$ cat config.mk
export PLATFORM = sky130hd
export DESIGN_NAME = pulse_train_engine
export DESIGN_NICKNAME = d
export VERILOG_FILES = /design/src/hdl/pte_pkg.sv /design/src/hdl/chan_if.sv /design/src/hdl/pte_tick_src.sv /design/src/hdl/pte_channel.sv /design/src/hdl/pulse_train_engine.sv
export SDC_FILE = /design/constraint.sdc
export NUM_CORES = 1
export LEC_CHECK = 0
export BUFFER_PORTS_ARGS = -buffer_cell sky130_fd_sc_hd__buf_2
export CAP_MARGIN = 15
export CORE_AREA = 2 2 234 352
export DETAILED_ROUTE_END_ITERATION = 8
export DIE_AREA = 0 0 236 354
export HOLD_SLACK_MARGIN = 0.06
export PLACE_DENSITY_LB_ADDON = 0.25
export SLEW_MARGIN = 20
export SYNTH_ARGS = -nofsm -noshare
export SYNTH_HDL_FRONTEND = slang
export SYNTH_SLANG_ARGS = --single-unit
$ cat constraint.sdc
create_clock -name REF_CLK -period 4.4 [get_ports REF_CLK]
set_input_delay 0.22 -clock REF_CLK [delete_from_list [all_inputs] [get_ports REF_CLK]]
set_output_delay 0.22 -clock REF_CLK [all_outputs]
set_load 0.02 [all_outputs]
$ cat src/hdl/pte_pkg.sv
package pte_pkg;
  localparam int unsigned AXI_AW   = 12;
  localparam int unsigned PAT_W    = 32;
  localparam int unsigned LEN_W    = 5;
  localparam int unsigned RATE_W   = 4;
  localparam int unsigned DIV_W    = 16;
  localparam int unsigned LOOP_W   = 16;
  localparam int unsigned MODE_W   = 2;

  // global registers
  localparam logic [11:0] OFF_ENABLE  = 12'h000;
  localparam logic [11:0] OFF_START   = 12'h004;
  localparam logic [11:0] OFF_STOP    = 12'h008;
  localparam logic [11:0] OFF_CLKSEL  = 12'h00c;
  localparam logic [11:0] OFF_DONE    = 12'h010;
  localparam logic [11:0] OFF_ALTFN   = 12'h014;
  localparam logic [11:0] OFF_RUNNING = 12'h018;
  // per-generator blocks of four words
  localparam logic [11:0] OFF_CH_BASE = 12'h040;
  localparam int unsigned CH_SHIFT    = 4;
  localparam logic [1:0]  FLD_CFG     = 2'h0;
  localparam logic [1:0]  FLD_PATTERN = 2'h1;
  localparam logic [1:0]  FLD_LOOPS   = 2'h2;
  localparam logic [1:0]  FLD_RESTART = 2'h3;

  localparam int unsigned CFG_MODE_LSB = 0;
  localparam int unsigned CFG_LEN_LSB  = 8;
  localparam int unsigned CFG_RATE_LSB = 16;

  localparam logic [31:0] RST_CFG     = 32'h0000_1f00;
  localparam logic [31:0] RST_PATTERN = 32'h0000_0000;
  localparam logic [31:0] RST_LOOPS   = 32'h0000_0000;
  localparam logic [31:0] RST_RESTART = 32'h0000_0000;

  localparam logic [1:0] RESP_OKAY   = 2'h0;
  localparam logic [1:0] RESP_SLVERR = 2'h2;

  typedef enum logic [1:0] {MODE_SQUARE, MODE_PATTERN, MODE_SINGLE} mode_t;
endpackage

$ cat src/hdl/chan_if.sv
interface chan_if;
  logic                           start;
  logic                           stop;
  logic                           tick;
  logic [pte_pkg::MODE_W-1:0]     mode;
  logic [pte_pkg::LEN_W-1:0]      len_m1;
  logic [pte_pkg::RATE_W-1:0]     rate;
  logic [pte_pkg::PAT_W-1:0]      pattern;
  logic [pte_pkg::LOOP_W-1:0]     loops;
  logic                           running;
  logic                           done;
  logic                           out;

  modport ctl (output start, stop, tick, mode, len_m1, rate, pattern, loops,
               input running, done, out);
  modport gen (input start, stop, tick, mode, len_m1, rate, pattern, loops,
               output running, done, out);
endinterface

$ cat src/hdl/pte_tick_src.sv
module pte_tick_src (
  input  wire logic clk,     // module clock
  input  wire logic rst_n,   // synchronous reset, active low
  input  wire logic alt_clk, // separate rate source, asynchronous
  input  wire logic sel,     // 1 selects the separate source
  output logic      tick     // advance strobe for all generators
);
  logic meta_q;
  logic sync_q;
  logic prev_q;

  always_ff @(posedge clk) begin
    if (!rst_n) begin
      meta_q <= 1'b0;
      sync_q <= 1'b0;
      prev_q <= 1'b0;
    end else begin
      meta_q <= alt_clk;
      sync_q <= meta_q;
      prev_q <= sync_q;
    end
  end

  // separate source must stay below half the module clock to be seen
  assign tick = sel ? (sync_q & ~prev_q) : 1'b1;
endmodule

$ cat src/hdl/pte_channel.sv
module pte_channel (
  input  wire logic clk,   // module clock
  input  wire logic rst_n, // synchronous reset, active low
  chan_if.gen       c      // configuration in, status out
);
  typedef enum logic {CH_IDLE, CH_RUN} state_t;

  state_t                      state_q;
  logic [pte_pkg::DIV_W-1:0]   div_q;
  logic [pte_pkg::LEN_W-1:0]   idx_q;
  logic [pte_pkg::LOOP_W-1:0]  loop_q;
  logic                        stop_pend_q;
  logic                        out_q;
  logic                        done_q;
  pte_pkg::mode_t              m;
  logic [16:0]                 lim_full;
  logic                        is_square;
  logic                        bit_end;
  logic [pte_pkg::LEN_W-1:0]   last_idx;
  logic [pte_pkg::LEN_W-1:0]   next_idx;
  logic                        loop_end;
  logic                        finite_end;

  assign m         = pte_pkg::mode_t'(c.mode);
  assign is_square = !(m == pte_pkg::MODE_PATTERN || m == pte_pkg::MODE_SINGLE);
  assign lim_full  = (17'h1 << ({1'b0, c.rate} + 5'h1)) - 17'h1;
  assign bit_end   = (state_q == CH_RUN) && c.tick && (div_q == lim_full[15:0]);
  // a one-bit length is widened to the shortest legal pattern of two
  assign last_idx  = (c.len_m1 == 5'h0) ? 5'h1 : c.len_m1;
  assign next_idx  = (idx_q == last_idx) ? 5'h0 : idx_q + 5'h1;
  assign loop_end  = bit_end && !is_square && (idx_q == last_idx);
  assign finite_end = loop_end && ((m == pte_pkg::MODE_SINGLE) ||
                      (c.loops != 16'h0 && loop_q + 16'h1 == c.loops));

  always_ff @(posedge clk) begin
    if (!rst_n) begin
      state_q     <= CH_IDLE;
      div_q       <= 16'h0;
      idx_q       <= 5'h0;
      loop_q      <= 16'h0;
      stop_pend_q <= 1'b0;
      out_q       <= 1'b0;
      done_q      <= 1'b0;
    end else begin
      done_q <= 1'b0;
      case (state_q)
        CH_IDLE: begin
          stop_pend_q <= 1'b0;
          if (c.start) begin
            state_q <= CH_RUN;
            div_q   <= 16'h0;
            idx_q   <= 5'h0;
            loop_q  <= 16'h0;
            out_q   <= is_square ? 1'b1 : c.pattern[0];
          end
        end
        CH_RUN: begin
          if (c.start) begin
            stop_pend_q <= 1'b0;
            div_q       <= 16'h0;
            idx_q       <= 5'h0;
            loop_q      <= 16'h0;
            out_q       <= is_square ? 1'b1 : c.pattern[0];
          end else begin
            if (c.stop) begin
              stop_pend_q <= 1'b1;
            end
            if (c.tick) begin
              div_q <= bit_end ? 16'h0 : div_q + 16'h1;
            end
            // stopping waits for a bit boundary so no partial bit is cut off
            if (bit_end && (stop_pend_q || finite_end)) begin
              state_q <= CH_IDLE;
              out_q   <= 1'b0;
              done_q  <= finite_end && !stop_pend_q;
            end else if (bit_end && is_square) begin
              out_q <= ~out_q;
            end else if (bit_end) begin
              idx_q  <= next_idx;
              out_q  <= c.pattern[next_idx];
              loop_q <= loop_end ? loop_q + 16'h1 : loop_q;
            end
          end
        end
        default: state_q <= CH_IDLE;
      endcase
    end
  end

  assign c.running = (state_q == CH_RUN);
  assign c.out     = out_q;
  assign c.done    = done_q;
endmodule

$ cat src/hdl/pulse_train_engine.sv
// The implementer's own choices: the AXI4-Lite register port and the register addresses.
module pulse_train_engine #(
  parameter int unsigned NUM_CH = 2
) (
  input  wire logic              REF_CLK,  // module clock, 200 MHz
  input  wire logic              RST_N,    // synchronous reset, active low
  input  wire logic              ALT_CLK,  // separate rate source
  input  wire logic [NUM_CH-1:0] GPIO_OUT, // ordinary pin values
  output logic      [NUM_CH-1:0] PIN_OUT,  // muxed pin drive
  input  wire logic [11:0]       AWADDR,   // write address
  input  wire logic              AWVALID,  // write address valid
  output logic                   AWREADY,  // write address ready
  input  wire logic [31:0]       WDATA,    // write data
  input  wire logic [3:0]        WSTRB,    // write byte enables
  input  wire logic              WVALID,   // write data valid
  output logic                   WREADY,   // write data ready
  output logic [1:0]             BRESP,    // write response
  output logic                   BVALID,   // write response valid
  input  wire logic              BREADY,   // write response ready
  input  wire logic [11:0]       ARADDR,   // read address
  input  wire logic              ARVALID,  // read address valid
  output logic                   ARREADY,  // read address ready
  output logic [31:0]            RDATA,    // read data
  output logic [1:0]             RRESP,    // read response
  output logic                   RVALID,   // read data valid
  input  wire logic              RREADY    // read data ready
);
  logic              aw_full_q;
  logic [11:0]       aw_addr_q;
  logic              w_full_q;
  logic [31:0]       w_data_q;
  logic [3:0]        w_strb_q;
  logic              awready_q;
  logic              wready_q;
  logic              bvalid_q;
  logic [1:0]        bresp_q;
  logic              arready_q;
  logic              rvalid_q;
  logic [31:0]       rdata_q;
  logic [1:0]        rresp_q;
  logic              aw_take;
  logic              w_take;
  logic              ar_take;
  logic              wr_do;
  logic              wr_ok;
  logic [31:0]       wmask;
  logic [31:0]       rd_data;
  logic              rd_ok;

  logic [NUM_CH-1:0] enable_q;
  logic [NUM_CH-1:0] en_d;
  logic              clksel_q;
  logic [NUM_CH-1:0] altfn_q;
  logic [NUM_CH-1:0] done_q;
  logic [NUM_CH-1:0] done_clr;
  logic [NUM_CH-1:0] start_wr;
  logic [NUM_CH-1:0] stop_wr;
  logic [NUM_CH-1:0] restart_vec;
  logic [NUM_CH-1:0] start_vec;
  logic [NUM_CH-1:0] stop_vec;
  logic [NUM_CH-1:0] pin_q;
  logic [31:0]       cfg_q     [NUM_CH];
  logic [31:0]       pat_q     [NUM_CH];
  logic [31:0]       loops_q   [NUM_CH];
  logic [31:0]       rstmask_q [NUM_CH];
  logic              tick;
  wire  [NUM_CH-1:0] ch_run;
  wire  [NUM_CH-1:0] ch_out;
  wire  [NUM_CH-1:0] ch_done;

  function automatic logic is_ch(input logic [11:0] a);
    logic [11:0] rel;
    rel = a - pte_pkg::OFF_CH_BASE;
    return (a >= pte_pkg::OFF_CH_BASE) && ((rel >> pte_pkg::CH_SHIFT) < 12'(NUM_CH));
  endfunction

  function automatic logic [7:0] ch_idx(input logic [11:0] a);
    logic [11:0] rel;
    rel = a - pte_pkg::OFF_CH_BASE;
    return rel[11:4];
  endfunction

  function automatic logic [31:0] merge(input logic [31:0] old_v,
                                        input logic [31:0] new_v,
                                        input logic [31:0] m);
    return (old_v & ~m) | (new_v & m);
  endfunction

  pte_tick_src u_tick (
    .clk     (REF_CLK),
    .rst_n   (RST_N),
    .alt_clk (ALT_CLK),
    .sel     (clksel_q),
    .tick    (tick)
  );

  // ---- axi4-lite write side: address and data taken in either order
  assign aw_take = AWVALID && awready_q;
  assign w_take  = WVALID && wready_q;
  assign wr_do   = aw_full_q && w_full_q && !bvalid_q;
  assign wmask   = {{8{w_strb_q[3]}}, {8{w_strb_q[2]}}, {8{w_strb_q[1]}}, {8{w_strb_q[0]}}};

  always_ff @(posedge REF_CLK) begin
    if (!RST_N) begin
      aw_full_q <= 1'b0;
      aw_addr_q <= 12'h0;
      awready_q <= 1'b0;
      w_full_q  <= 1'b0;
      w_data_q  <= 32'h0;
      w_strb_q  <= 4'h0;
      wready_q  <= 1'b0;
    end else begin
      if (aw_take) begin
        aw_full_q <= 1'b1;
        aw_addr_q <= AWADDR;
      end else if (wr_do) begin
        aw_full_q <= 1'b0;
      end
      if (w_take) begin
        w_full_q <= 1'b1;
        w_data_q <= WDATA;
        w_strb_q <= WSTRB;
      end else if (wr_do) begin
        w_full_q <= 1'b0;
      end
      awready_q <= !(aw_take || (aw_full_q && !wr_do));
      wready_q  <= !(w_take || (w_full_q && !wr_do));
    end
  end

  always_comb begin
    wr_ok = is_ch(aw_addr_q);
    case ({aw_addr_q[11:2], 2'b00})
      pte_pkg::OFF_ENABLE, pte_pkg::OFF_START, pte_pkg::OFF_STOP, pte_pkg::OFF_CLKSEL,
      pte_pkg::OFF_DONE, pte_pkg::OFF_ALTFN, pte_pkg::OFF_RUNNING: wr_ok = 1'b1;
      default: ;
    endcase
  end

  always_ff @(posedge REF_CLK) begin
    if (!RST_N) begin
      bvalid_q <= 1'b0;
      bresp_q  <= pte_pkg::RESP_OKAY;
    end else if (wr_do) begin
      bvalid_q <= 1'b1;
      bresp_q  <= wr_ok ? pte_pkg::RESP_OKAY : pte_pkg::RESP_SLVERR;
    end else if (BREADY) begin
      bvalid_q <= 1'b0;
    end
  end

  // ---- write effects on the global registers
  always_comb begin
    logic [31:0] wm;
    wm       = w_data_q & wmask;
    en_d     = enable_q;
    start_wr = '0;
    stop_wr  = '0;
    done_clr = '0;
    if (wr_do) begin
      case ({aw_addr_q[11:2], 2'b00})
        pte_pkg::OFF_ENABLE: en_d = (enable_q & ~wmask[NUM_CH-1:0]) | wm[NUM_CH-1:0];
        pte_pkg::OFF_START:  start_wr = wm[NUM_CH-1:0];
        pte_pkg::OFF_STOP:   stop_wr = wm[NUM_CH-1:0];
        pte_pkg::OFF_DONE:   done_clr = wm[NUM_CH-1:0];
        default: ;
      endcase
    end
  end

  // loop termination of one generator fans out to its chosen partners
  always_comb begin
    restart_vec = '0;
    for (int i = 0; i < NUM_CH; i++) begin
      if (ch_done[i]) begin
        restart_vec = restart_vec | rstmask_q[i][NUM_CH-1:0];
      end
    end
  end

  // one write of several start bits lines the generators up on one edge
  assign start_vec = ((en_d & ~enable_q) | start_wr | restart_vec) & en_d;
  assign stop_vec  = (enable_q & ~en_d) | stop_wr;

  always_ff @(posedge REF_CLK) begin
    if (!RST_N) begin
      enable_q <= '0;
      clksel_q <= 1'b0;
      altfn_q  <= '0;
    end else begin
      enable_q <= en_d;
      if (wr_do && {aw_addr_q[11:2], 2'b00} == pte_pkg::OFF_CLKSEL && w_strb_q[0]) begin
        clksel_q <= w_data_q[0];
      end
      if (wr_do && {aw_addr_q[11:2], 2'b00} == pte_pkg::OFF_ALTFN) begin
        altfn_q <= (altfn_q & ~wmask[NUM_CH-1:0]) | (w_data_q[NUM_CH-1:0] & wmask[NUM_CH-1:0]);
      end
    end
  end

  // a completion in the same cycle as its clear stays set
  always_ff @(posedge REF_CLK) begin
    if (!RST_N) begin
      done_q <= '0;
    end else begin
      done_q <= ch_done | (done_q & ~done_clr);
    end
  end

  // ---- per-generator configuration, each word owned by one generator
  always_ff @(posedge REF_CLK) begin
    if (!RST_N) begin
      for (int i = 0; i < NUM_CH; i++) begin
        cfg_q[i]     <= pte_pkg::RST_CFG;
        pat_q[i]     <= pte_pkg::RST_PATTERN;
        loops_q[i]   <= pte_pkg::RST_LOOPS;
        rstmask_q[i] <= pte_pkg::RST_RESTART;
      end
    end else begin
      for (int i = 0; i < NUM_CH; i++) begin
        if (wr_do && is_ch(aw_addr_q) && ch_idx(aw_addr_q) == 8'(i)) begin
          case (aw_addr_q[3:2])
            pte_pkg::FLD_CFG:     cfg_q[i]     <= merge(cfg_q[i], w_data_q, wmask);
            pte_pkg::FLD_PATTERN: pat_q[i]     <= merge(pat_q[i], w_data_q, wmask);
            pte_pkg::FLD_LOOPS:   loops_q[i]   <= merge(loops_q[i], w_data_q, wmask);
            pte_pkg::FLD_RESTART: rstmask_q[i] <= merge(rstmask_q[i], w_data_q, wmask);
            default: ;
          endcase
        end
      end
    end
  end

  // ---- generators
  for (genvar g = 0; g < NUM_CH; g++) begin : g_ch
    chan_if cif ();
    assign cif.start   = start_vec[g];
    assign cif.stop    = stop_vec[g];
    assign cif.tick    = tick;
    assign cif.mode    = cfg_q[g][pte_pkg::CFG_MODE_LSB +: pte_pkg::MODE_W];
    assign cif.len_m1  = cfg_q[g][pte_pkg::CFG_LEN_LSB +: pte_pkg::LEN_W];
    assign cif.rate    = cfg_q[g][pte_pkg::CFG_RATE_LSB +: pte_pkg::RATE_W];
    assign cif.pattern = pat_q[g];
    assign cif.loops   = loops_q[g][pte_pkg::LOOP_W-1:0];
    assign ch_run[g]   = cif.running;
    assign ch_out[g]   = cif.out;
    assign ch_done[g]  = cif.done;

    pte_channel u_ch (
      .clk   (REF_CLK),
      .rst_n (RST_N),
      .c     (cif)
    );

  end

  // gpio values come from logic on this clock and need no synchroniser
  always_ff @(posedge REF_CLK) begin
    if (!RST_N) begin
      pin_q <= '0;
    end else begin
      pin_q <= (altfn_q & ch_out) | (~altfn_q & GPIO_OUT);
    end
  end

  // ---- axi4-lite read side
  always_comb begin
    rd_data = 32'h0;
    rd_ok   = 1'b1;
    case ({ARADDR[11:2], 2'b00})
      pte_pkg::OFF_ENABLE:  rd_data[NUM_CH-1:0] = enable_q;
      pte_pkg::OFF_CLKSEL:  rd_data[0] = clksel_q;
      pte_pkg::OFF_DONE:    rd_data[NUM_CH-1:0] = done_q;
      pte_pkg::OFF_ALTFN:   rd_data[NUM_CH-1:0] = altfn_q;
      pte_pkg::OFF_RUNNING: rd_data[NUM_CH-1:0] = ch_run;
      pte_pkg::OFF_START, pte_pkg::OFF_STOP: rd_data = 32'h0;
      default: begin
        rd_ok = is_ch(ARADDR);
        for (int i = 0; i < NUM_CH; i++) begin
          if (rd_ok && ch_idx(ARADDR) == 8'(i)) begin
            case (ARADDR[3:2])
              pte_pkg::FLD_CFG:     rd_data = cfg_q[i];
              pte_pkg::FLD_PATTERN: rd_data = pat_q[i];
              pte_pkg::FLD_LOOPS:   rd_data = loops_q[i];
              default:              rd_data = rstmask_q[i];
            endcase
          end
        end
      end
    endcase
  end

  assign ar_take = ARVALID && arready_q;

  always_ff @(posedge REF_CLK) begin
    if (!RST_N) begin
      arready_q <= 1'b0;
      rvalid_q  <= 1'b0;
      rdata_q   <= 32'h0;
      rresp_q   <= pte_pkg::RESP_OKAY;
    end else if (ar_take) begin
      arready_q <= 1'b0;
      rvalid_q  <= 1'b1;
      rdata_q   <= rd_data;
      rresp_q   <= rd_ok ? pte_pkg::RESP_OKAY : pte_pkg::RESP_SLVERR;
    end else if (rvalid_q && RREADY) begin
      rvalid_q  <= 1'b0;
      arready_q <= 1'b1;
    end else if (!rvalid_q) begin
      arready_q <= 1'b1;
    end
  end

  assign PIN_OUT = pin_q;
  assign AWREADY = awready_q;
  assign WREADY  = wready_q;
  assign BVALID  = bvalid_q;
  assign BRESP   = bresp_q;
  assign ARREADY = arready_q;
  assign RVALID  = rvalid_q;
  assign RDATA   = rdata_q;
  assign RRESP   = rresp_q;
endmodule

==> out/results.ini, run 1 <==
[sta]
tns_ns = 0
period_share_pct = 91.74
final.min_clock_period_ns = 4.037
finalMaxSlewViolations = 0
rsz0062_at_grt = false
relSlewSlack_pct = 32.88
final-setup-viol-count = 0
finalHoldViolCount = 0
tightest_slew_ns = 0.9991
skew_ns = 0.02726
fmax_mhz = 247.7

[setup_path]
endpoint_kind = register
cp_max_fo = 23
critPathTopFamily = simple AND/OR/NAND/NOR gates
crit_path_top_delay_cell = or4_1
worst-path-buf-inv = 0
crit_type = register to register
cp_cell_sequence = or4_1, ha_1, nor4b_1, o211a_1, a211oi_1, or3_1, nor4_4, o211ai_2, or3_1, a21oi_1
worstPathRequired_ns = 4.93
cp.arrival_ns = 4.57
cpPeakStageDelay_ns = 0.58
crit_top_cell = or3_1
cp-start-kind = register

[placed_design]
dp_hpwl_mm = 54.32
portBuffers = 106
gp_congestion = 0.8425
place_inst = 3446

[power]
power.share.switching_pct = 24.34
p_comb_share_pct = 7.8
pwr-share-seq_pct = 48.6
irDropWorstVdd_v = 0.0002581
clock_power_share_pct = 43.6
power_density_nw_per_um2 = 336.3
intPower_w = 0.007045
p_leak_nw = 9.694
power_w = 0.009311
p_switching_w = 0.002266

[global_route]
grt_pass1_vias = 19550
grt_max_degree = 75
grt_overflow_total = 0
grt_antenna_before_repair = 1
grt_usage_pct = 18.62
grt_pass1_wl_mm = 119.8

[synthesis]
synth_cell_types = 89
async_reset_ff_share_pct = 0
synth_edf_count = 256
syn_avg_cell_area_um2 = 9.921
ys_ff_latch = 437
ys.flop_type = edfxtp_1
synth-seq-area-share_pct = 47.13
ys_warn_count = 0
syn_area_um2 = 24000
synthCells = 2419

[die]
io_pins = 113
die-area_um2 = 83540
initial_core_util_pct = 29.79
core_area_um2 = 80560
rows = 128
fp.dieW_um = 236
die_y_um = 354

[finish]
antenna_cells = 0
area_growth_syn_to_layout_pct = 15.36
nets = 2585
nFillCells = 8125
fin_cells = 3582
utilization_pct = 34.37
multi_input_area_um2 = 11990
regArea_um2 = 11310
drive_above_1_share_pct = 13.49

[route]
drc = 0
ant_nets = 0
routed_via_density = 5.368
post_drt_wl_per_cell_um = 22.04
first_pass_iters = 6
drtIter0Drc = 1411
wirelength_mm = 78.95
num_vias = 19230

[cts]
cts_root_buf = clkbuf_16
numCtsBuffers = 46
ctsHtreeMaxLevel = 2
cts_num_sinks = 437
cts_setup_buffers = 0
cts_tree = yes
clk_pin_slew_ns = 0.06
clock_latency_ns = 0.61
clockBufferDepth = 3

[status]
status = completed

[worst_hold_path]
hp-class = primary input to register

[job]
drv_cap = 0

cells in the mapped netlist (51+ instances only):
cell        n  area (µm²)
a21oi_1   314        1572
nand2b_1  270        1689
edfxtp_1  256        7687
nand2_1   238       893.4
dfxtp_1   181        3623
clkbuf_1  132       495.5
nor2_1    106       397.9
o21ai_0   101       505.5
mux2i_1    66       660.6
mux4_2     65        1464
nand3_1    56       280.3
a21boi_0   54       405.4
xor2_1     51       446.7
metal layers:
layer  vias to the layer above  global-route usage (%)  wire, µm
li1                       9026                       -         -
met5                         -                       0         0
met2                       483                   34.58     41040
met1                      9596                   21.70     31680
met4                         0                   7.389      3155
met3                       124                   2.105      3082
cell families (layout without fill, tap and decap cells):
group	Yosys count	after routing	share of synthesized area, %
and+or+nand+nor	933	933	20.94
AOI/OAI and AO/OA	609	609	15.31
DFF	437	437	47.13
buffers and inverters	195	316	3.425
muxes	137	137	9.134
xor gates and xnor gates	96	96	3.503
adders and majority gates	10	10	0.5213
other	2	4	0.03129
registers in the layout (all words and copies together), names as in the netlist, 2 cells and up, named ones only:
name                   flops
PIN_OUT                    2
RDATA                     32
aw_addr_q                 10
cfg_q                     64
done_q                     2
enable_q                   2
g_ch.u_ch.c.done           2
g_ch.u_ch.c.out            2
g_ch.u_ch.c.running        2
g_ch.u_ch.div_q           32
g_ch.u_ch.idx_q           10
g_ch.u_ch.loop_q          32
g_ch.u_ch.stop_pend_q      2
loops_q                   64
pat_q                     64
rstmask_q                 64
w_data_q                  32
w_strb_q                   4
area by class of cell:
cell class | instances | share of cell area [%]
Multi-Input combinational cell | 1789 | 43.29
Timing Repair Buffer | 208 | 5.260
Clock inverter | 21 | 0.7185
Inverter | 23 | 0.3118
Clock buffer | 64 | 4.849
Tap cell | 1040 | 4.700
Sequential cell | 437 | 40.87
tightest hold or removal path, stage by stage:
cell and delay (ns):
buf_2 0.09, nand2_1 0.22, nand2_1 0.13, a21boi_0 0.06
path summary, 6_finish.rpt:
kind	start	to	slack, ns	depth (start not counted)
min	AWVALID	aw_addr_q[5]$_SDFFE_PN0P_	0.17	4
max	cfg_q[0][17]$_SDFFCE_PN0P_	g_ch[0].u_ch.loop_q[5]$_SDFFE_PN0P_	0.36	10
min reg2reg	u_tick.meta_q$_SDFF_PN0_	u_tick.sync_q$_SDFF_PN0_	0.45	1
max reg2reg	cfg_q[0][17]$_SDFFCE_PN0P_	g_ch[0].u_ch.loop_q[5]$_SDFFE_PN0P_	0.36	10
metrics by stage:
| stage | setup slack, ns | hold slack, ns | area [µm²] |
|---|---|---|---|
| 3_5_place_dp | 0.2821 | 0.4334 | 25630 |
| 2_1_floorplan | 0.6078 | 0.3473 | 24010 |
| 4_1_cts | 0.2318 | 0.1465 | 27680 |
| 6_report | 0.3634 | 0.1748 | 27690 |
| 5_1_grt | 0.04142 | 0.1914 | 27690 |
| 3_3_place_gp | 0.4333 | 0.4363 | 25630 |
repair_timing:
item,4_1_cts,5_1_grt
hold buffers,51,0
gates resized for setup,0,1
endpoints found under the hold margin,52,0
setup endpoints to repair,0,4
cell usage in the layout, fill, tap and decap left out, types with 13 or more instances in the layout:
| cell | instances |
|---|---|
| xor2_1 | 51 |
| nand3_1 | 55 |
| buf_2 | 103 |
| nand2b_1 | 269 |
| and3_1 | 20 |
| dlygate4sd3_1 | 51 |
| nor2_1 | 106 |
| or3_1 | 38 |
| and2_1 | 19 |
| buf_4 | 52 |
| nor3_1 | 34 |
| nor2b_1 | 21 |
| inv_1 | 23 |
| clkbuf_16 | 49 |
| a21oi_1 | 314 |
| mux4_2 | 65 |
| nand4_1 | 39 |
| nor4_1 | 23 |
| a21boi_0 | 54 |
| o21ai_0 | 93 |
| dfxtp_1 | 178 |
| edfxtp_1 | 256 |
| mux2i_1 | 66 |
| a31oi_1 | 13 |
| xnor2_1 | 45 |
| nand2_1 | 236 |
power by group through the flow:
stage / clock (W) / combinational, W / sequential, W
6_report: 0.00406 / 0.000725 / 0.00453
3_3_place_gp: 0 / 0.000684 / 0.00461
3_5_place_dp: 0 / 0.000691 / 0.00461
2_1_floorplan: 0 / 0.000458 / 0.00457
5_1_grt: 0.00430 / 0.000786 / 0.00454
4_1_cts: 0.00417 / 0.000728 / 0.00453
(Power assumes the default switching activity.)
==> run 2: changes to the inputs <==
--- a/config.mk
+++ b/config.mk
@@ -7,11 +7,12 @@
 export LEC_CHECK = 0
 export BUFFER_PORTS_ARGS = -buffer_cell sky130_fd_sc_hd__buf_2
 export CAP_MARGIN = 15
-export CORE_AREA = 2 2 234 352
+export CORE_AREA = 2 2 182 274
 export DETAILED_ROUTE_END_ITERATION = 8
-export DIE_AREA = 0 0 236 354
+export DIE_AREA = 0 0 184 276
 export HOLD_SLACK_MARGIN = 0.06
 export PLACE_DENSITY_LB_ADDON = 0.25
+export REMOVE_ABC_BUFFERS = 1
 export SLEW_MARGIN = 20
 export SYNTH_ARGS = -nofsm -noshare
 export SYNTH_HDL_FRONTEND = slang
==> run 2 against run 1 <==
Net effect:
- worst hold slack better by 0.015 ns
- critical path type unchanged
- via count up 1.1%
- final cell count down 12%
- largest cell class unchanged
==> out/results.ini, run 2 (synthesized netlist as in run 1, its figures left out) <==
[status]
status = completed

[cts]
cts_setup_buffers = 0  ; unchanged
ctsHtreeMaxLevel = 2  ; unchanged
cts_num_sinks = 437  ; unchanged
cts_tree = yes
clk_pin_slew_ns = 0.06  ; about the same
numCtsBuffers = 44  ; -4.3%
clockBufferDepth = 3  ; unchanged
clock_latency_ns = 0.59  ; -0.02 ns
cts_root_buf = clkbuf_16

[setup_path]
worstPathRequired_ns = 4.90  ; -0.03 ns
crit_type = register to register
reg2regPathDepth = 10  ; unchanged
endpoint_kind = register
crit_path_top_delay_cell = or4_1
cp.arrival_ns = 4.62  ; +0.05 ns
cp-start-kind = register
cp_cell_sequence = or4_1, ha_1, nor4b_1, nand2_1, and4_1, a2111oi_0, and4b_1, nand4b_4, or3_1, a21oi_1
r2r-end = g_ch[1].u_ch.loop_q[10]$_SDFFE_PN0P_
rrSetupSlack_ns = 0.27  ; -0.09 ns
cpPeakStageDelay_ns = 0.66  ; +0.08 ns
rr_startpoint = cfg_q[0][48]$_SDFFCE_PN0P_
cp_max_fo = 31  ; +35%

[worst_hold_path]
hold_depth = 4  ; unchanged
hp-class = primary input to register
hold_start = AWVALID
whs_endpoint = aw_addr_q[5]$_SDFFE_PN0P_

[die]
die-area_um2 = 50780  ; -39%
core_area_um2 = 48310  ; -40%
io_pins = 113  ; unchanged
rows = 99  ; -23%
die_y_um = 276  ; -22%
fp.dieW_um = 184  ; -22%
initial_core_util_pct = 49.68  ; +20 points

[finish]
utilization_pct = 55.92  ; +22 points
mostFrequentLayoutCells = a21oi_1 (314), nand2b_1 (269), edfxtp_1 (256)
drive_above_1_share_pct = 13.47  ; -0.020 points
nets = 2575  ; -0.39%
final_common_cell = a21oi_1
antenna_cells = 0  ; unchanged
nFillCells = 4262  ; -48%
area_growth_syn_to_layout_pct = 12.56
design_area_um2 = 27010  ; -2.4%

[route]
drc = 0  ; unchanged
wirelength_mm = 70.80  ; -10%
routed_via_density = 6.200  ; +15%
num_vias = 19450  ; +1.1%
drtIter0Drc = 1792  ; +27%
first_pass_iters = 6  ; unchanged
ant_nets = 0  ; unchanged
post_drt_wl_per_cell_um = 22.57  ; +2.4%

[global_route]
grt_usage_pct = 27.64  ; +9.0 points
grt_antenna_before_repair = 0  ; -1
grt_pass1_wl_mm = 109.7  ; -8.4%
grt_overflow_total = 0  ; unchanged
grt_pass1_vias = 19180  ; -1.9%
grt_max_degree = 75  ; unchanged

[power]
irDropWorstVdd_v = 0.0003153  ; +22%
power_density_nw_per_um2 = 333.8  ; -0.73%
p_leak_nw = 9.617  ; -0.80%

[sta]
finalMaxSlewViolations = 0  ; unchanged
relSlewSlack_pct = 33.20  ; +0.32 points
final-setup-viol-count = 0  ; unchanged
rsz0062_at_grt = false
final.min_clock_period_ns = 4.127  ; +0.09022 ns
period_share_pct = 93.79  ; +2.1 points
finalHoldViolCount = 0  ; unchanged
skew_ns = 0.02219  ; -0.005066 ns
fmax_mhz = 242.3  ; -2.2%
tns_ns = 0  ; unchanged
tightest_slew_ns = 1.002  ; +0.002899 ns

[placed_design]
gp_congestion = 0.9090  ; +7.9%
placed_area_um2 = 25040  ; -2.3%
dp_hpwl_mm = 46.72  ; -14%
portBuffers = 106  ; unchanged

[job]
drv_cap = 0  ; unchanged

## run 2: report_power, final
group          total (W)  leakage, nW  internal, W  switching [W]
logic           0.000700         4.82     0.000303       0.000397
clock network    0.00379        0.729      0.00211        0.00167
registers        0.00453         4.07      0.00442       0.000106
total            0.00902         9.62      0.00684        0.00218
## run 2: final cells by class
cell class	count	area, µm²	area share, %
tap	606	758.2	2.807
clock buffer	60	1282	4.748
multi-input combinational	1789	12000	44.42
timing repair buffer	200	1411	5.225
sequential	437	11310	41.89
clock inverter	22	161.4	0.5975
inverter	23	86.33	0.3196
## run 2: per-stage QoR
| stage | setup WS (ns) | total power, W | cells | hold WS (ns) |
|---|---|---|---|---|
| after global routing | 0.03054 | 0.009260 | 3137 | 0.2388 |
| after CTS | 0.2457 | 0.009053 | 3137 | 0.1759 |
| after global placement | 0.4194 | 0.005259 | 3003 | 0.4316 |
| after detailed placement | 0.2955 | 0.005275 | 3003 | 0.4393 |
| after floorplan | 0.4546 | 0.004973 | 2249 | 0.3338 |
| final | 0.2732 | 0.009018 | 3137 | 0.1900 |
## run 2: worst max-delay path by stage
stage,startpoint,endpoint,slack [ns],cells after the start
after global placement,cfg_q[0][16]$_SDFFCE_PN0P_,g_ch[0].u_ch.loop_q[4]$_SDFFE_PN0P_,0.42,10
after CTS,cfg_q[0][16]$_SDFFCE_PN0P_,g_ch[0].u_ch.loop_q[7]$_SDFFE_PN0P_,0.25,10
after detailed placement,cfg_q[0][16]$_SDFFCE_PN0P_,g_ch[0].u_ch.loop_q[7]$_SDFFE_PN0P_,0.30,10
after floorplan,cfg_q[0][50]$_SDFFCE_PN0P_,g_ch[1].u_ch.loop_q[10]$_SDFFE_PN0P_,0.45,10
final,cfg_q[0][48]$_SDFFCE_PN0P_,g_ch[1].u_ch.loop_q[10]$_SDFFE_PN0P_,0.27,10
after global routing,cfg_q[0][48]$_SDFFCE_PN0P_,g_ch[1].u_ch.loop_q[11]$_SDFFE_PN0P_,0.03,10
## run 2: critical path, delay by kind of cell (launching register included)
kind | cells | cell delay, ns
adders and majority gates | 1 | 0.42
DFF | 1 | 0.39
and+or+nand+nor | 7 | 2.68
AOI/OAI and AO/OA | 2 | 0.53
## run 2: layer usage
layer | vias to the layer above | track usage [%] | share of wire (%)
met5 | - | 0 | 0
met3 | 194 | 2.924 | 5.3
li1 | 8997 | - | -
met4 | 0 | 15.30 | 5.7
met1 | 9552 | 33.07 | 38
met2 | 706 | 48.28 | 51
## run 2: timing repair
item | CTS | global route
setup endpoints to repair | 0 | 9
hold buffers | 52 | 0
gates resized for setup | 0 | 2
endpoints found under the hold margin | 54 | 0
==> run 3: changes to the inputs <==
--- a/config.mk
+++ b/config.mk
@@ -7,9 +7,9 @@
 export LEC_CHECK = 0
 export BUFFER_PORTS_ARGS = -buffer_cell sky130_fd_sc_hd__buf_2
 export CAP_MARGIN = 15
-export CORE_AREA = 2 2 182 274
+export CORE_AREA = 2 2 184 277
 export DETAILED_ROUTE_END_ITERATION = 8
-export DIE_AREA = 0 0 184 276
+export DIE_AREA = 0 0 186 279
 export HOLD_SLACK_MARGIN = 0.06
 export PLACE_DENSITY_LB_ADDON = 0.25
 export REMOVE_ABC_BUFFERS = 1
==> run 3 against run 2 <==
Net effect:
- combinational power is essentially flat
- final area grew 0.22%
- power grew 0.36%
- non-clock buffer count grew 1
- critical path depth is the same
- sequential cell count is the same
- sequential share of layout area shrank 0.093 points
- clock power is essentially flat
- die area grew 2.2%
- core utilization shrank 1.1 points
- register-to-register slack gained 0.03 ns
- sequential power is essentially flat
==> out/results.ini, run 3 (synthesized netlist as in run 1, its figures left out) <==
[global_route]
grt_pass1_wl_mm = 109.8  ; about the same
grt_antenna_before_repair = 1  ; +1
grt_usage_pct = 27.64  ; about the same
grt_max_degree = 75  ; unchanged
grt_pass1_vias = 19230  ; +0.23%
grt_overflow_total = 0  ; unchanged

[route]
first_pass_iters = 5  ; -1
drtIter0Drc = 1660  ; -7.4%
num_vias = 19420  ; -0.16%
drc = 0  ; unchanged
routed_via_density = 6.074  ; -2.0%
post_drt_wl_per_cell_um = 22.42  ; -0.65%
ant_nets = 0  ; unchanged
wirelength_mm = 71.68  ; +1.3%

[setup_path]
crit_type = register to register
endpoint_kind = register
crit_path_top_delay_cell = or4_1
cp_cell_sequence = or4_1, ha_1, nor4b_1, nand2_1, and4_1, a2111oi_0, and4b_1, nand4b_4, or3_1, a21oi_1
worstPathRequired_ns = 4.90  ; about the same
cp_max_fo = 31  ; unchanged
cp.arrival_ns = 4.60  ; -0.02 ns
cp-start-kind = register
cpPeakStageDelay_ns = 0.66  ; about the same

[die]
initial_core_util_pct = 48.56  ; -1.1 points
die_y_um = 279  ; +1.1%
io_pins = 113  ; unchanged
rows = 100  ; +1.0%
core_area_um2 = 49420  ; +2.3%
die-area_um2 = 51890  ; +2.2%
fp.dieW_um = 186  ; +1.1%

[sta]
final-setup-viol-count = 0  ; unchanged
fmax_mhz = 244.0  ; +0.70%
tightest_slew_ns = 1.060  ; +0.05762 ns
final.min_clock_period_ns = 4.098  ; -0.02871 ns
period_share_pct = 93.14  ; -0.65 points
finalMaxSlewViolations = 0  ; unchanged
rsz0062_at_grt = false
tns_ns = 0  ; unchanged
skew_ns = 0.01734  ; -0.004855 ns
finalHoldViolCount = 0  ; unchanged
relSlewSlack_pct = 29.36  ; -3.8 points

[finish]
multi_input_area_um2 = 11990  ; about the same
nets = 2577  ; +0.078%
design_area_um2 = 27070  ; +0.22%
mostFrequentLayoutCells = a21oi_1 (314), nand2b_1 (269), edfxtp_1 (256)
regArea_um2 = 11310  ; unchanged
drive_above_1_share_pct = 13.15  ; -0.33 points
nFillCells = 4349  ; +2.0%
fin_cells = 3197  ; +1.9%
area_growth_syn_to_layout_pct = 12.81
final_common_cell = a21oi_1

[cts]
cts_setup_buffers = 0  ; unchanged
ctsHtreeMaxLevel = 2  ; unchanged
clockBufferDepth = 3  ; unchanged
clk_pin_slew_ns = 0.06  ; about the same
clock_latency_ns = 0.58  ; about the same
cts_num_sinks = 437  ; unchanged
numCtsBuffers = 45  ; +2.3%
cts_root_buf = clkbuf_16
cts_tree = yes

[power]
clock_power_share_pct = 42.2  ; +0.2 points
p_comb_share_pct = 7.7  ; about the same
power_density_nw_per_um2 = 334.3  ; +0.13%
p_switching_w = 0.002138  ; -1.8%
irDropWorstVdd_v = 0.0002862  ; -9.2%
intPower_w = 0.006913  ; +1.1%
p_leak_nw = 9.597  ; -0.21%
pwr-share-seq_pct = 50.1  ; about the same
power.share.switching_pct = 23.62  ; -0.52 points

[placed_design]
place_inst = 3062  ; +2.0%
dp_hpwl_mm = 47.61  ; +1.9%
portBuffers = 106  ; unchanged
placed_area_um2 = 25120  ; +0.32%
gp_congestion = 0.9151  ; +0.67%

[worst_hold_path]
hp-class = primary input to register

[job]
drv_cap = 0  ; unchanged

[status]
status = completed

## run 3: cell types whose count changed in the layout (fill, tap and decap cells not counted), sizes merged
| cell | change |
|---|---|
| buf | +2 |
| diode | +1 |
| bufinv | +1 |
| inv | -1 |
| clkinv | -12 |
| clkinvlp | +1 |
| dlygate4sd3 | -1 |
| clkbuf | +12 |
## run 3: layout make-up
type	count	share of cell area, %
multi-input cells	1789	44.29
flip-flops and latches	437	41.79
repair buffers	201	5.185
clock buffers	72	4.908
well taps	663	3.064
clock inverters	11	0.4298
inverters	23	0.3189
diodes	1	0.009243
## run 3: path summary, 6_finish.rpt
path                                    from                              endpoint  slack, ns  cells past startpoint
setup / recovery  cfg_q[0][48]$_SDFFCE_PN0P_  g_ch[1].u_ch.loop_q[11]$_SDFFE_PN0P_       0.30                     10
hold / removal                         RST_N              w_strb_q[2]$_SDFFE_PN0P_       0.12                      2
setup reg to reg  cfg_q[0][48]$_SDFFCE_PN0P_  g_ch[1].u_ch.loop_q[11]$_SDFFE_PN0P_       0.30                     10
hold reg to reg     u_tick.meta_q$_SDFF_PN0_              u_tick.sync_q$_SDFF_PN0_       0.44                      1
## run 3: routing by layer
layer  track usage, %  share of wire (%)
met2            49.27                 52
met1            32.57                 38
met5                0                  0
met3            3.313                5.6
met4            13.59                5.1
## run 3: power by group through the flow
stage | Sequential, W | Clock, W | Combinational (W)
4_1_cts | 0.00453 | 0.00388 | 0.000699
6_report | 0.00453 | 0.00382 | 0.000700
3_5_place_dp | 0.00462 | 0 | 0.000662
5_1_grt | 0.00454 | 0.00403 | 0.000756
3_3_place_gp | 0.00461 | 0 | 0.000649
2_1_floorplan | 0.00460 | 0 | 0.000373
## run 3: timing repair
| item | in CTS | in global routing |
|---|---|---|
| setup endpoints to repair | 0 | 0 |
| gates resized for setup | 0 | 0 |
| endpoints found under the hold margin | 52 | 0 |
| hold buffers | 51 | 0 |
## run 3: metrics by stage
stage               setup WS [ns]  total power (W)  utilization, %  hold slack (ns)
floorplan                  0.4546         0.004973               -           0.3338
global placement           0.5160         0.005258           50.82           0.4316
detailed placement         0.3756         0.005278           50.82           0.4219
CTS                        0.3396         0.009108           54.77           0.1012
global route              0.01528         0.009327           54.78           0.1274
finish                     0.3019         0.009051           54.78           0.1173
## run 3: worst max-delay path: cells and delay by family, from the launching register on
kind / cells / cell delay, ns
compound gates: 2 / 0.52
fa+ha+maj: 1 / 0.42
simple gates: 7 / 2.69
flops: 1 / 0.38
